--- config.mk ---
export PLATFORM = sky130hd
export DESIGN_NAME = dfp_core
export DESIGN_NICKNAME = d
export VERILOG_FILES = /design/src/include/dfp_pkg.sv /design/src/dfp_core.sv /design/src/dfp_deglitch.sv
export VERILOG_INCLUDE_DIRS = /design/src /design/src/include
export SDC_FILE = /design/constraint.sdc
export NUM_CORES = 1
export LEC_CHECK = 0
export ABC_AREA = 1
export BUFFER_PORTS_ARGS = -buffer_cell sky130_fd_sc_hd__buf_4
export CAP_MARGIN = 10
export CORE_UTILIZATION = 45
export CTS_CLUSTER_DIAMETER = 120
export DETAILED_ROUTE_END_ITERATION = 10
export GPL_TIMING_DRIVEN = 0
export PLACE_DENSITY_LB_ADDON = 0.05
export SLEW_MARGIN = 20
export SYNTH_ARGS = -nofsm -noshare
export SYNTH_HDL_FRONTEND = slang
export SYNTH_HIERARCHICAL = 1
export SYNTH_SLANG_ARGS = --single-unit
--- constraint.sdc ---
create_clock -name clk_sys_in -period 3.5 [get_ports clk_sys_in]
set_input_delay 0.175 -clock clk_sys_in [delete_from_list [all_inputs] [get_ports clk_sys_in]]
set_output_delay 0.175 -clock clk_sys_in [all_outputs]
set_load 0.02 [all_outputs]
--- src/include/dfp_consts.svh ---
// constants of the driver fault protection block: offsets, bit positions,
// reset values and timing figures.
// assumes it is included by bare name; holds definitions only.
`ifndef DFP_CONSTS_SVH
`define DFP_CONSTS_SVH

// ==========================================================================
// sizes
`define DFP_NB          12
`define DFP_DG_CW       16
`define DFP_ADR_W       8
`define DFP_DAT_W       32

// ==========================================================================
// timing
`define DFP_CLK_NS      5
`define DFP_T_OC_NS     10000

// ==========================================================================
// register byte offsets
`define DFP_OFS_CHIP_STAT 8'h00
`define DFP_OFS_OC_HS     8'h04
`define DFP_OFS_OC_LS     8'h08
`define DFP_OFS_CONFIG    8'h0C
`define DFP_OFS_CMD       8'h10
`define DFP_OFS_EN_HS     8'h14
`define DFP_OFS_EN_LS     8'h18
`define DFP_OFS_SLEW      8'h1C

// ==========================================================================
// field positions
`define DFP_BIT_PGOOD   0
`define DFP_BIT_OCSUM   1
`define DFP_BIT_PIN     2
`define DFP_BIT_SHDN    3
`define DFP_BIT_MASK    0
`define DFP_SEL_LO      1
`define DFP_SEL_HI      2
`define DFP_BIT_CLR     0

// ==========================================================================
// encodings and reset values
`define DFP_SLEW_FAST   2'h0
`define DFP_SLEW_BRIDGE 2'h1
`define DFP_RST_MASK    1'h0
`define DFP_RST_SLEW    2'h0
`define DFP_RST_PGOOD   1'h0

`endif

--- src/include/dfp_pkg.sv ---
// types of the driver fault protection block.
// assumes dfp_consts.svh is reachable on the include path.
`include "dfp_consts.svh"
`default_nettype none

package dfp_pkg;

  // ========================================================================
  // bus carrier
  typedef struct packed {
    logic                  cyc;  // bus cycle
    logic                  stb;  // strobe
    logic                  we;   // write enable
    logic [`DFP_ADR_W-1:0] adr;  // byte address
    logic [3:0]            sel;  // byte lanes
    logic [`DFP_DAT_W-1:0] dat;  // write data
  } dfp_wb_req_t;

  typedef logic [`DFP_NB-1:0] dfp_vec_t;

  // ========================================================================
  // registered state of the core, apart from the deglitch counters
  typedef struct packed {
    logic                  pgood;      // power_good_flag
    logic                  oc_sum;     // overcurrent_flag summary
    dfp_vec_t              oc_hs;      // hs_overcurrent_bit per bridge
    dfp_vec_t              oc_ls;      // ls_overcurrent_bit per bridge
    dfp_vec_t              br_off;     // bridge tripped, held hi-z
    logic                  mask;       // overcurrent_report_mask
    logic [1:0]            slew_sel;   // shutoff_slew_select
    dfp_vec_t              en_hs;      // high side enables
    dfp_vec_t              en_ls;      // low side enables
    dfp_vec_t              sr;         // bridge_slew_setting, 1 = fast
    dfp_vec_t              gate_hs;    // high side gate drive
    dfp_vec_t              gate_ls;    // low side gate drive
    dfp_vec_t              off_fast;   // turn-off slew of a trip
    logic                  fault_drv;  // pulling fault pin low
    logic                  cp_en;      // charge pump enable
    logic                  ack;        // bus acknowledge
    logic [`DFP_DAT_W-1:0] rdat;       // bus read data
  } dfp_state_t;

  // ========================================================================
  // state of one deglitch counter
  typedef struct packed {
    logic [`DFP_DG_CW-1:0] cnt;   // cycles the limiter has been active
    logic                  trip;  // deglitch time elapsed
  } dfp_dg_state_t;

endpackage : dfp_pkg

`default_nettype wire

--- src/dfp_core.sv ---
// fault protection core of a multi half-bridge driver with a wishbone
// register slave.
// assumes all inputs are synchronous to clk_sys_in and that the fault pin
// is an open-drain net pulled up on the board.
//
// Design decisions made here: the Wishbone register port and the placing of the registers.
`include "dfp_consts.svh"
`default_nettype none

module dfp_core #(
  parameter int unsigned DEGLITCH_NS = `DFP_T_OC_NS  // overcurrent deglitch in ns
) (
  input  wire logic                      clk_sys_in,       // system clock, 200 MHz
  input  wire logic                      rst_in,           // async reset, active high
  input  wire dfp_pkg::dfp_wb_req_t      wb_req_in,        // wishbone request
  output logic                           wb_ack_out,       // wishbone acknowledge
  output logic [`DFP_DAT_W-1:0]          wb_dat_out,       // wishbone read data
  input  wire logic                      vdd_low_in,       // logic supply below reset level
  input  wire logic                      sleep_in_n,       // sleep request, active low
  input  wire dfp_pkg::dfp_vec_t         ilim_hs_in,       // high side limiter active
  input  wire dfp_pkg::dfp_vec_t         ilim_ls_in,       // low side limiter active
  output dfp_pkg::dfp_vec_t              gate_hs_out,      // high side gate drive
  output dfp_pkg::dfp_vec_t              gate_ls_out,      // low side gate drive
  output dfp_pkg::dfp_vec_t              turnoff_fast_out, // 1 = fast turn-off slew
  output logic                           charge_pump_out,  // charge pump enable
  input  wire logic                      fault_n_in,       // fault pin level
  output logic                           fault_n_out,      // fault pin drive value
  output logic                           fault_n_oe_out    // fault pin pulled low
);

  // ========================================================================
  // derived timing
  // a least time: round up, never below one cycle
  localparam int unsigned DG_RAW    = (DEGLITCH_NS + `DFP_CLK_NS - 1) / `DFP_CLK_NS;
  localparam int unsigned DG_CYCLES = (DG_RAW < 1) ? 1 : DG_RAW;
  localparam int          NB        = `DFP_NB;  // number of half-bridges

  dfp_pkg::dfp_state_t st;       // registered state
  dfp_pkg::dfp_state_t next_st;  // next state

  dfp_pkg::dfp_vec_t trip_hs;    // high side deglitch elapsed
  dfp_pkg::dfp_vec_t trip_ls;    // low side deglitch elapsed

  // ========================================================================
  // deglitch counters, one per transistor
  // a tripped bridge holds its counters at zero so it cannot retrip
  // while already off
  for (genvar i = 0; i < NB; i++) begin : g_dg
    dfp_deglitch #(
      .LIMIT_CYCLES (DG_CYCLES)
    ) u_dg_hs (
      .clk_sys_in (clk_sys_in),
      .rst_in     (rst_in),
      .limit_in   (ilim_hs_in[i]),
      .restart_in (st.br_off[i]),
      .trip_out   (trip_hs[i])
    );
    dfp_deglitch #(
      .LIMIT_CYCLES (DG_CYCLES)
    ) u_dg_ls (
      .clk_sys_in (clk_sys_in),
      .rst_in     (rst_in),
      .limit_in   (ilim_ls_in[i]),
      .restart_in (st.br_off[i]),
      .trip_out   (trip_ls[i])
    );
  end

  // ========================================================================
  // byte-lane merge of a register write
  function automatic logic [`DFP_DAT_W-1:0] merge(
    input logic [`DFP_DAT_W-1:0] old_v,
    input logic [`DFP_DAT_W-1:0] new_v,
    input logic [3:0]            sel
  );
    logic [`DFP_DAT_W-1:0] res;
    res = old_v;
    for (int b = 0; b < 4; b++) begin
      if (sel[b]) begin
        res[b*8 +: 8] = new_v[b*8 +: 8];
      end
    end
    return res;
  endfunction : merge

  // ========================================================================
  // next state
  always_comb begin
    logic                  shdn;     // supply or sleep shutdown
    logic                  req;      // request on the bus
    logic                  commit;   // write takes effect this edge
    logic                  clr;      // fault_clear_cmd written
    logic                  taken;    // a trip already won this cycle
    logic [`DFP_DAT_W-1:0] wval;     // merged write value
    logic [`DFP_DAT_W-1:0] rval;     // read value
    shdn   = 1'b0;
    req    = 1'b0;
    commit = 1'b0;
    clr    = 1'b0;
    taken  = 1'b0;
    wval   = '0;
    rval   = '0;
    next_st = st;

    // supply loss or sleep low shuts all gates and the charge pump; level follows the
    // pins, so the driver resumes by itself
    shdn = vdd_low_in | ~sleep_in_n;

    // ---- bus handshake: ack one cycle after the request, dropped next
    req         = wb_req_in.cyc & wb_req_in.stb;
    commit      = req & wb_req_in.we & st.ack;
    next_st.ack = req & ~st.ack;

    // ---- read mux, latched together with the ack
    case (wb_req_in.adr)
      `DFP_OFS_CHIP_STAT: begin
        rval[`DFP_BIT_PGOOD] = st.pgood;
        rval[`DFP_BIT_OCSUM] = st.oc_sum;
        rval[`DFP_BIT_PIN]   = fault_n_in;
        rval[`DFP_BIT_SHDN]  = ~st.cp_en;
      end
      `DFP_OFS_OC_HS: begin
        rval[NB-1:0] = st.oc_hs;
      end
      `DFP_OFS_OC_LS: begin
        rval[NB-1:0] = st.oc_ls;
      end
      `DFP_OFS_CONFIG: begin
        rval[`DFP_BIT_MASK]               = st.mask;
        rval[`DFP_SEL_HI:`DFP_SEL_LO]     = st.slew_sel;
      end
      `DFP_OFS_EN_HS: begin
        rval[NB-1:0] = st.en_hs;
      end
      `DFP_OFS_EN_LS: begin
        rval[NB-1:0] = st.en_ls;
      end
      `DFP_OFS_SLEW: begin
        rval[NB-1:0] = st.sr;
      end
      default: begin
        rval = '0;  // unmapped and command word read as zero
      end
    endcase
    next_st.rdat = (req & ~st.ack & ~wb_req_in.we) ? rval : '0;

    // ---- register writes at the edge the master sees ack
    if (commit) begin
      case (wb_req_in.adr)
        `DFP_OFS_CONFIG: begin
          wval = merge({29'h0, st.slew_sel, st.mask}, wb_req_in.dat, wb_req_in.sel);
          next_st.mask     = wval[`DFP_BIT_MASK];
          next_st.slew_sel = wval[`DFP_SEL_HI:`DFP_SEL_LO];
        end
        `DFP_OFS_CMD: begin
          clr = wb_req_in.sel[0] & wb_req_in.dat[`DFP_BIT_CLR];
        end
        `DFP_OFS_EN_HS: begin
          wval = merge({20'h0, st.en_hs}, wb_req_in.dat, wb_req_in.sel);
          next_st.en_hs = wval[NB-1:0];
        end
        `DFP_OFS_EN_LS: begin
          wval = merge({20'h0, st.en_ls}, wb_req_in.dat, wb_req_in.sel);
          next_st.en_ls = wval[NB-1:0];
        end
        `DFP_OFS_SLEW: begin
          wval = merge({20'h0, st.sr}, wb_req_in.dat, wb_req_in.sel);
          next_st.sr = wval[NB-1:0];
        end
        default: begin
          wval = '0;  // status words and holes ignore writes
        end
      endcase
    end

    // ---- power-good flag
    // held low for as long as the supply is out or sleep is low, so the
    // flag is found low after recovery; only the clear brings it back
    if (shdn) begin
      next_st.pgood = 1'b0;
    end else if (clr) begin
      next_st.pgood = 1'b1;
    end

    // ---- overcurrent flags: clear first, so a trip in the same cycle wins
    if (clr) begin
      next_st.oc_sum = 1'b0;
      next_st.oc_hs  = '0;
      next_st.oc_ls  = '0;
      next_st.br_off = '0;
    end

    // ---- new trips; lowest transistor wins when several land together,
    // the partner of a shorted full bridge loses its current once the
    // winner goes hi-z and its counter restarts
    for (int i = 0; i < NB; i++) begin
      if (!taken && !st.br_off[i] && trip_hs[i]) begin
        taken              = 1'b1;
        next_st.br_off[i]  = 1'b1;  // whole bridge hi-z
        next_st.oc_hs[i]   = 1'b1;
        next_st.oc_sum     = 1'b1;
      end
      if (!taken && !st.br_off[i] && trip_ls[i]) begin
        taken              = 1'b1;
        next_st.br_off[i]  = 1'b1;
        next_st.oc_ls[i]   = 1'b1;
        next_st.oc_sum     = 1'b1;
      end
    end

    // ---- gate drive: limiter pulls its own gate, trip pulls both,
    // shutdown pulls all
    next_st.gate_hs = st.en_hs & ~ilim_hs_in & ~next_st.br_off & {NB{~shdn}};
    next_st.gate_ls = st.en_ls & ~ilim_ls_in & ~next_st.br_off & {NB{~shdn}};

    // ---- turn-off slew used by a tripped bridge
    // codes 10b and 11b behave like the default fast turn-off
    for (int i = 0; i < NB; i++) begin
      if (st.slew_sel == `DFP_SLEW_BRIDGE) begin
        next_st.off_fast[i] = st.sr[i];
      end else begin
        next_st.off_fast[i] = 1'b1;
      end
    end

    // charge pump ignores overcurrent, only shutdown stops it
    next_st.cp_en = ~shdn;

    // ---- fault pin: low while a flag is pending and not masked;
    // released otherwise
    next_st.fault_drv = next_st.oc_sum & ~st.mask;
  end

  // ========================================================================
  // state register
  always_ff @(posedge clk_sys_in or posedge rst_in) begin
    if (rst_in) begin
      st          <= '0;
      st.pgood    <= `DFP_RST_PGOOD;
      st.mask     <= `DFP_RST_MASK;
      st.slew_sel <= `DFP_RST_SLEW;
      st.off_fast <= '1;
    end else begin
      st <= next_st;
    end
  end

  // ========================================================================
  // outputs
  // open-drain: the value is always low, only the enable moves; the
  // high level comes from the board pull-up
  assign wb_ack_out       = st.ack;
  assign wb_dat_out       = st.rdat;
  assign gate_hs_out      = st.gate_hs;
  assign gate_ls_out      = st.gate_ls;
  assign turnoff_fast_out = st.off_fast;
  assign charge_pump_out  = st.cp_en;
  assign fault_n_out      = 1'b0;
  assign fault_n_oe_out   = st.fault_drv;

endmodule : dfp_core

`default_nettype wire

--- src/dfp_deglitch.sv ---
// overcurrent deglitch for one transistor.
// assumes limit_in is synchronous to clk_sys_in.
`include "dfp_consts.svh"
`default_nettype none

module dfp_deglitch #(
  parameter int unsigned LIMIT_CYCLES = 1  // cycles the limiter must stay on
) (
  input  wire logic clk_sys_in,  // system clock
  input  wire logic rst_in,      // async reset, active high
  input  wire logic limit_in,    // current limiter active
  input  wire logic restart_in,  // force the count back to zero
  output logic      trip_out     // limiter held past the deglitch time
);

  // last count value before the trip; counter width from the header
  localparam logic [`DFP_DG_CW-1:0] LAST = `DFP_DG_CW'(LIMIT_CYCLES - 1);

  dfp_pkg::dfp_dg_state_t st;       // registered state
  dfp_pkg::dfp_dg_state_t next_st;  // next state

  // ========================================================================
  // counting
  // count restarts on any gap so short spikes never add up
  always_comb begin
    next_st = st;
    if (restart_in || !limit_in) begin
      next_st.cnt  = '0;
      next_st.trip = 1'b0;
    end else if (st.cnt == LAST) begin
      next_st.trip = 1'b1;  // held the full time
    end else begin
      next_st.cnt = st.cnt + `DFP_DG_CW'(1);
    end
  end

  // ========================================================================
  // state register
  always_ff @(posedge clk_sys_in or posedge rst_in) begin
    if (rst_in) begin
      st <= '0;
    end else begin
      st <= next_st;
    end
  end

  assign trip_out = st.trip;

endmodule : dfp_deglitch

`default_nettype wire
==> results.toml, run 1 <==
[hold_path]
min_path_type = "in2reg"

[routing]
via_per_inst = 4.87
top_layer_used = "met5"
drt-initial-drc-count = 1379
drtPass1Iterations = 5
routedWlPerCell_um = 14.5
wl_met1_um = 35100
wl_um = 71600
dr_wl_met3_um = 3130
wl_met2_um = 31500
vias = 24000
ant_nets = 0
drc_errors = 0

[grt]
grt_max_degree = 32
grt_pass1_wl_um = 119000
antenna_found_initial = 6
grt_pass1_vias = 23000
overflow = 0
grt.total_usage_pct = 21.7

[cts]
cts_sinks = 536
cts_inserted_buffers = 61
clock_path_buffers = 3
clk_pin_slew_ns = 0.06
cts_setup_buffers = 0
clk_latency_ns = 0.62
htreeDepth = 2
postCtsResizedCells = 0
cts_tree = "yes"
root_buffer = "clkbuf_16"

[floorplanning]
fp.dieH_um = 260
initial_core_util_pct = 45.5
die_x_um = 260
io_pins = 148
coreArea_sq_mm = 0.0657
num_rows = 94
dieArea_sq_mm = 0.0675

[yosys]
syn_inst = 3789
synth_top_area_cell = "dfrtp_1"
yosysTopAreaCellShare_pct = 43.8
ys_seq_area_share_pct = 44.9
synth_seq_cells = 536
async_flop_share_pct = 100
ys_top_cells_by_area = "dfrtp_1, nand2_1, nor2_1, inv_1, xor2_1"
synth_edf_count = 0
ys_warn_count = 6
yosys_most_used_dff = "dfrtp_1"
postSynthAreaPerCell_sq_um = 7.89
syn_area_sq_mm = 0.0299
ys_types = 43

[cells_and_area]
drive_gt1_share_pct = 19.1
synthToLayoutAreaGrowth_pct = 15.1
final_core_util_pct = 52.3
multi_input_area_sq_mm = 0.0140
finalNetCount = 4123
fillers = 6381
ff_latch_area_sq_mm = 0.0134

[critical_path]
path_class = "reg2reg"
worstSetupEndpointType = "register"
worstPathMaxFanout = 10
critPathLaunchType = "register"
worst-endpoint-required_ns = 3.98
crit_arrival_ns = 3.57

[run]
max-cap-violations = 0

[timing]
rsz0062_at_grt = "no"
fmax_mhz = 323
period_minus_slack_ns = 3.09
relSlewSlack_pct = 29.7
slew_viol_final = 0
holdWs_ns = 0.117
setup_viol = 0
worstMarginPinSlew_ns = 1.05
fin_skew_ns = 0.0213
final.period_utilization_pct = 88.4
hold_viol_final = 0
setup_ws_ns = 0.407
setup-tns-final_ns = 0

[placement]
gp_congestion = 0.839
pre_cts_ws_ns = 0.395
port_buffers = 104
dp_hpwl_um = 52600

[pwr]
total_power_mw = 13.1
cellLeakagePower_nw = 16.1
powerDensity_mw_per_mm2 = 379
ir_drop_v = 0.000431

[outcome]
outcome = "finished, final reports clean"
-- placed cells by master, fill, tap and decap left out, types with 26 or more instances in the layout --
master,count
nand2_1,885
nor2_1,582
dfrtp_1,524
inv_1,453
buf_4,197
nand3_1,153
nand4_1,130
nand2_2,121
a21oi_1,106
nor2_2,98
xor2_1,96
o21ai_0,74
clkbuf_16,61
nor3_1,60
nor2_4,51
or2_2,49
nand3_2,48
dlygate4sd3_1,43
clkbuf_1,31
o21ai_2,26
-- stage by stage --
step                instance area (sq um)  instances
floorplan                           30000       3809
global placement                    31800       4777
detailed placement                  31900       4781
CTS                                 34400       4933
global route                        34400       4936
finish                              34400       4937
-- sequential cells by signal, summed over array words and instances, names as in the netlist --
name,count
charge_pump_out,1
fault_n_oe_out,1
g_dg.u_dg_hs/st,192
g_dg.u_dg_hs/trip_out,12
g_dg.u_dg_ls/st,192
g_dg.u_dg_ls/trip_out,12
gate_hs_out,12
gate_ls_out,12
st,77
turnoff_fast_out,12
wb_ack_out,1
wb_dat_out,12
-- cell families after synthesis --
family	after synthesis	synth area share [%]
other	1	0.0125
buffers and inverters	587	8.53
and+or+nand+nor	2250	36.6
DFF	536	44.9
xor gates and xnor gates	96	2.81
adders and majority gates	24	1.00
AOI/OAI and AO/OA	295	6.15
-- where the power goes --
part | total, mW | internal [mW] | switching [mW]
clock network | 6.51 | 3.96 | 2.55
logic | 0.340 | 0.108 | 0.232
registers | 6.21 | 6.20 | 0.00331
total | 13.1 | 10.3 | 2.79
-- cell type report --
class | count | area share (%)
multi-input combinational | 2686 | 40.7
tap | 864 | 3.14
buffer | 106 | 2.17
sequential | 536 | 39.0
inverter | 481 | 5.26
clock inverter | 13 | 0.625
antenna | 4 | 0.0291
clock buffer | 96 | 5.28
timing repair buffer | 151 | 3.77
-- layer usage --
metal | GRT usage [%] | vias up
met1 | 31.1 | 11200
met4 | 6.31 | 6
met2 | 33.8 | 329
li1 | - | 12400
met5 | 0 | -
met3 | 3.37 | 105
-- cell usage after synthesis, types with 3 or more instances --
master	number
dfrtp_1	524
nand4_2	3
nand3_2	48
nor4_1	12
nand2_1	885
ha_1	24
o22ai_1	13
nor3_1	60
dfstp_2	12
nand3_4	24
inv_1	454
buf_4	93
xor2_1	96
o21bai_2	24
nor2_4	51
o21ai_2	25
a221oi_1	9
nand3_1	153
a21oi_1	106
or2_2	49
nor2_2	98
nor3b_1	25
inv_2	25
nor4b_1	6
o211ai_1	8
o21ai_0	74
o221ai_1	3
clkbuf_1	12
nor2_1	582
o21ai_1	26
nand2_2	121
nand4_1	130
-- repair_timing --
action                                  in CTS  in global routing
hold buffers                                43                  0
endpoints found under the setup margin       0                  0
endpoints found under the hold margin      523                  0
-- worst paths after layout --
check	slack (ns)	to	startpoint	cells after the start
max	0.41	gate_hs_out[2]	wb_ack_out	7
min	0.12	wb_dat_out[3]	wb_req_in[38]	5
max reg2reg	0.41	gate_hs_out[2]	wb_ack_out	7
min reg2reg	0.47	fault_n_oe_out	st[109]	1
max in group asynchronous	2.12	turnoff_fast_out[9]	rst_in	5
min in group asynchronous	0.52	st[94]	rst_in	3
-- critical path, stage by stage (launching register included) --
cell and delay [ns]:
dfrtp_1 0.38, nand4_1 0.11, nor2_1 0.51, nand4_1 0.38, clkinv_1 0.42, buf_1 0.53, o211ai_1 0.26, nor4_1 0.35
Power figures use the tool's default switching activity.
==> run 2, diff against run 1 <==
REMOVE_ABC_BUFFERS = 1   (was default)
==> run 2 against run 1 <==
  * Sequential share of layout area grew 0.87 points
  * Cell count decreased by 2.2%
  * First-iteration DRC count is 0.36% higher
  * Wire length fell by 2.3%
  * Critical endpoint is now gate_hs_out[5]
==> results.toml, run 2 (synthesis gave the netlist of run 1 again) <==
[outcome]
outcome = "finished, final reports clean"

[pwr]
total_power_mw = 13.1
p_sw_share_pct = 21.6
cellLeakagePower_nw = 15.6
intPower_mw = 10.3
powerDensity_mw_per_mm2 = 389
p_clk_share_pct = 50.3
power_switching_mw = 2.83
power.share.sequential_pct = 47.4
pwr-share-comb_pct = 2.3
ir_drop_v = 0.000353

[cells_and_area]
finalNetCount = 4016
final_common_cell = "nand2_1"
final_cell_mix = "nand2_1, nor2_1, dfrtp_1"
multi_input_area_sq_mm = 0.0140
drive_gt1_share_pct = 17.6
stdcell_count = 4827
final_area_sq_mm = 0.0337
fillers = 6402
top_regs = "g_dg.u_dg_hs/st: 192 flops, g_dg.u_dg_ls/st: 192 flops, st: 77 flops"
synthToLayoutAreaGrowth_pct = 12.5
ff_latch_area_sq_mm = 0.0134

[routing]
routedWlPerCell_um = 14.5
drc_errors = 0
wl_um = 69900
via_per_inst = 4.85
drt-initial-drc-count = 1384
vias = 23400
ant_nets = 0
drtPass1Iterations = 5

[floorplanning]
initial_core_util_pct = 45.5
fp.dieH_um = 260
coreArea_sq_mm = 0.0657
io_pins = 148
num_rows = 94
die_x_um = 260
dieArea_sq_mm = 0.0675

[run]
max-cap-violations = 0

[cts]
cts_sinks = 536
root_buffer = "clkbuf_16"
postCtsResizedCells = 0
htreeDepth = 2
clk_latency_ns = 0.62
cts_inserted_buffers = 61
cts_setup_buffers = 0
cts_tree = "yes"
clock_path_buffers = 3
cts_hold_buf = 44
clk_pin_slew_ns = 0.06

[grt]
grt_pass1_wl_um = 116000
grt_max_degree = 66
grt_pass1_vias = 22500
overflow = 0
grt.total_usage_pct = 21.3
antenna_found_initial = 1

[critical_path]
worst-endpoint-required_ns = 3.96
worstSetupEndpointType = "register"
worstPathMaxFanout = 17
crit_arrival_ns = 3.62
path_class = "reg2reg"
critPathLaunchType = "register"

[timing]
holdWs_ns = 0.136
period_minus_slack_ns = 3.16
relSlewSlack_pct = 26.9
setup_viol = 0
rsz0062_at_grt = "no"
final.period_utilization_pct = 90.3
hold_viol_final = 0
fin_skew_ns = 0.0194
setup-tns-final_ns = 0
worstMarginPinSlew_ns = 1.09
fmax_mhz = 317
slew_viol_final = 0

[placement]
numPlacedInstances = 4673
dp_hpwl_um = 50000
place_area_sq_mm = 0.0312
gp_congestion = 0.818
port_buffers = 104

[hold_path]
min_path_type = "in2reg"
run 2: changes by cell type in the layout (fill, tap and decap cells not counted), sizes merged:
cell         delta
clkinvlp        +1
dlygate4sd3     +1
inv             +1
diode           -3
clkbuf         -17
clkinv          +2
bufinv          +1
buf            -96
run 2: metrics by stage:
| step | utilization, % | setup WS (ns) |
|---|---|---|
| 3_3_place_gp | 47.3 | -2.47 |
| 4_1_cts | 51.2 | 0.370 |
| 5_1_grt | 51.2 | 0.214 |
| 6_report | 51.2 | 0.341 |
| 2_1_floorplan | - | -0.0678 |
| 3_5_place_dp | 47.4 | 0.355 |
run 2: area by class of cell:
type	instances	share of cell area, %
Inverter	481	5.39
Tap cell	864	3.21
Multi-Input combinational cell	2686	41.7
Antenna cell	1	0.00743
Clock inverter	18	0.814
Clock buffer	91	5.26
Sequential cell	536	39.9
Timing Repair Buffer	150	3.74
run 2: worst max-delay path: stages, from the launching register on:
cell	delay, ns
dfrtp_1	0.38
nand4_1	0.11
nor2_1	0.47
nand4_1	0.65
clkinv_1	0.67
o211ai_1	0.20
nor4b_1	0.48
run 2: power groups by stage:
stage / registers, mW / logic, mW / clock network (mW)
2_1_floorplan: 6.32 / 0.138 / 0
3_3_place_gp: 6.32 / 0.273 / 0
3_5_place_dp: 6.32 / 0.279 / 0
4_1_cts: 6.20 / 0.320 / 6.78
5_1_grt: 6.20 / 0.351 / 7.01
6_report: 6.21 / 0.306 / 6.58
run 2: final timing paths:
kind | from | to | slack [ns] | cells after the start
worst min-delay path | wb_req_in[33] | st[105] | 0.14 | 5
worst max-delay path | wb_ack_out | gate_hs_out[5] | 0.34 | 6
worst min register to register | st[109] | fault_n_oe_out | 0.47 | 1
worst max register to register | wb_ack_out | gate_hs_out[5] | 0.34 | 6
min in group asynchronous | rst_in | gate_hs_out[2] | 0.48 | 3
max in group asynchronous | rst_in | turnoff_fast_out[9] | 2.25 | 4
run 2: per-layer routing:
metal | GRT usage, % | wire (um) | vias up
met4 | 4.31 | 1090 | 2
met5 | 0 | 8 | -
li1 | - | - | 12200
met2 | 33.4 | 30900 | 324
met1 | 30.7 | 34800 | 10800
met3 | 3.62 | 3090 | 75
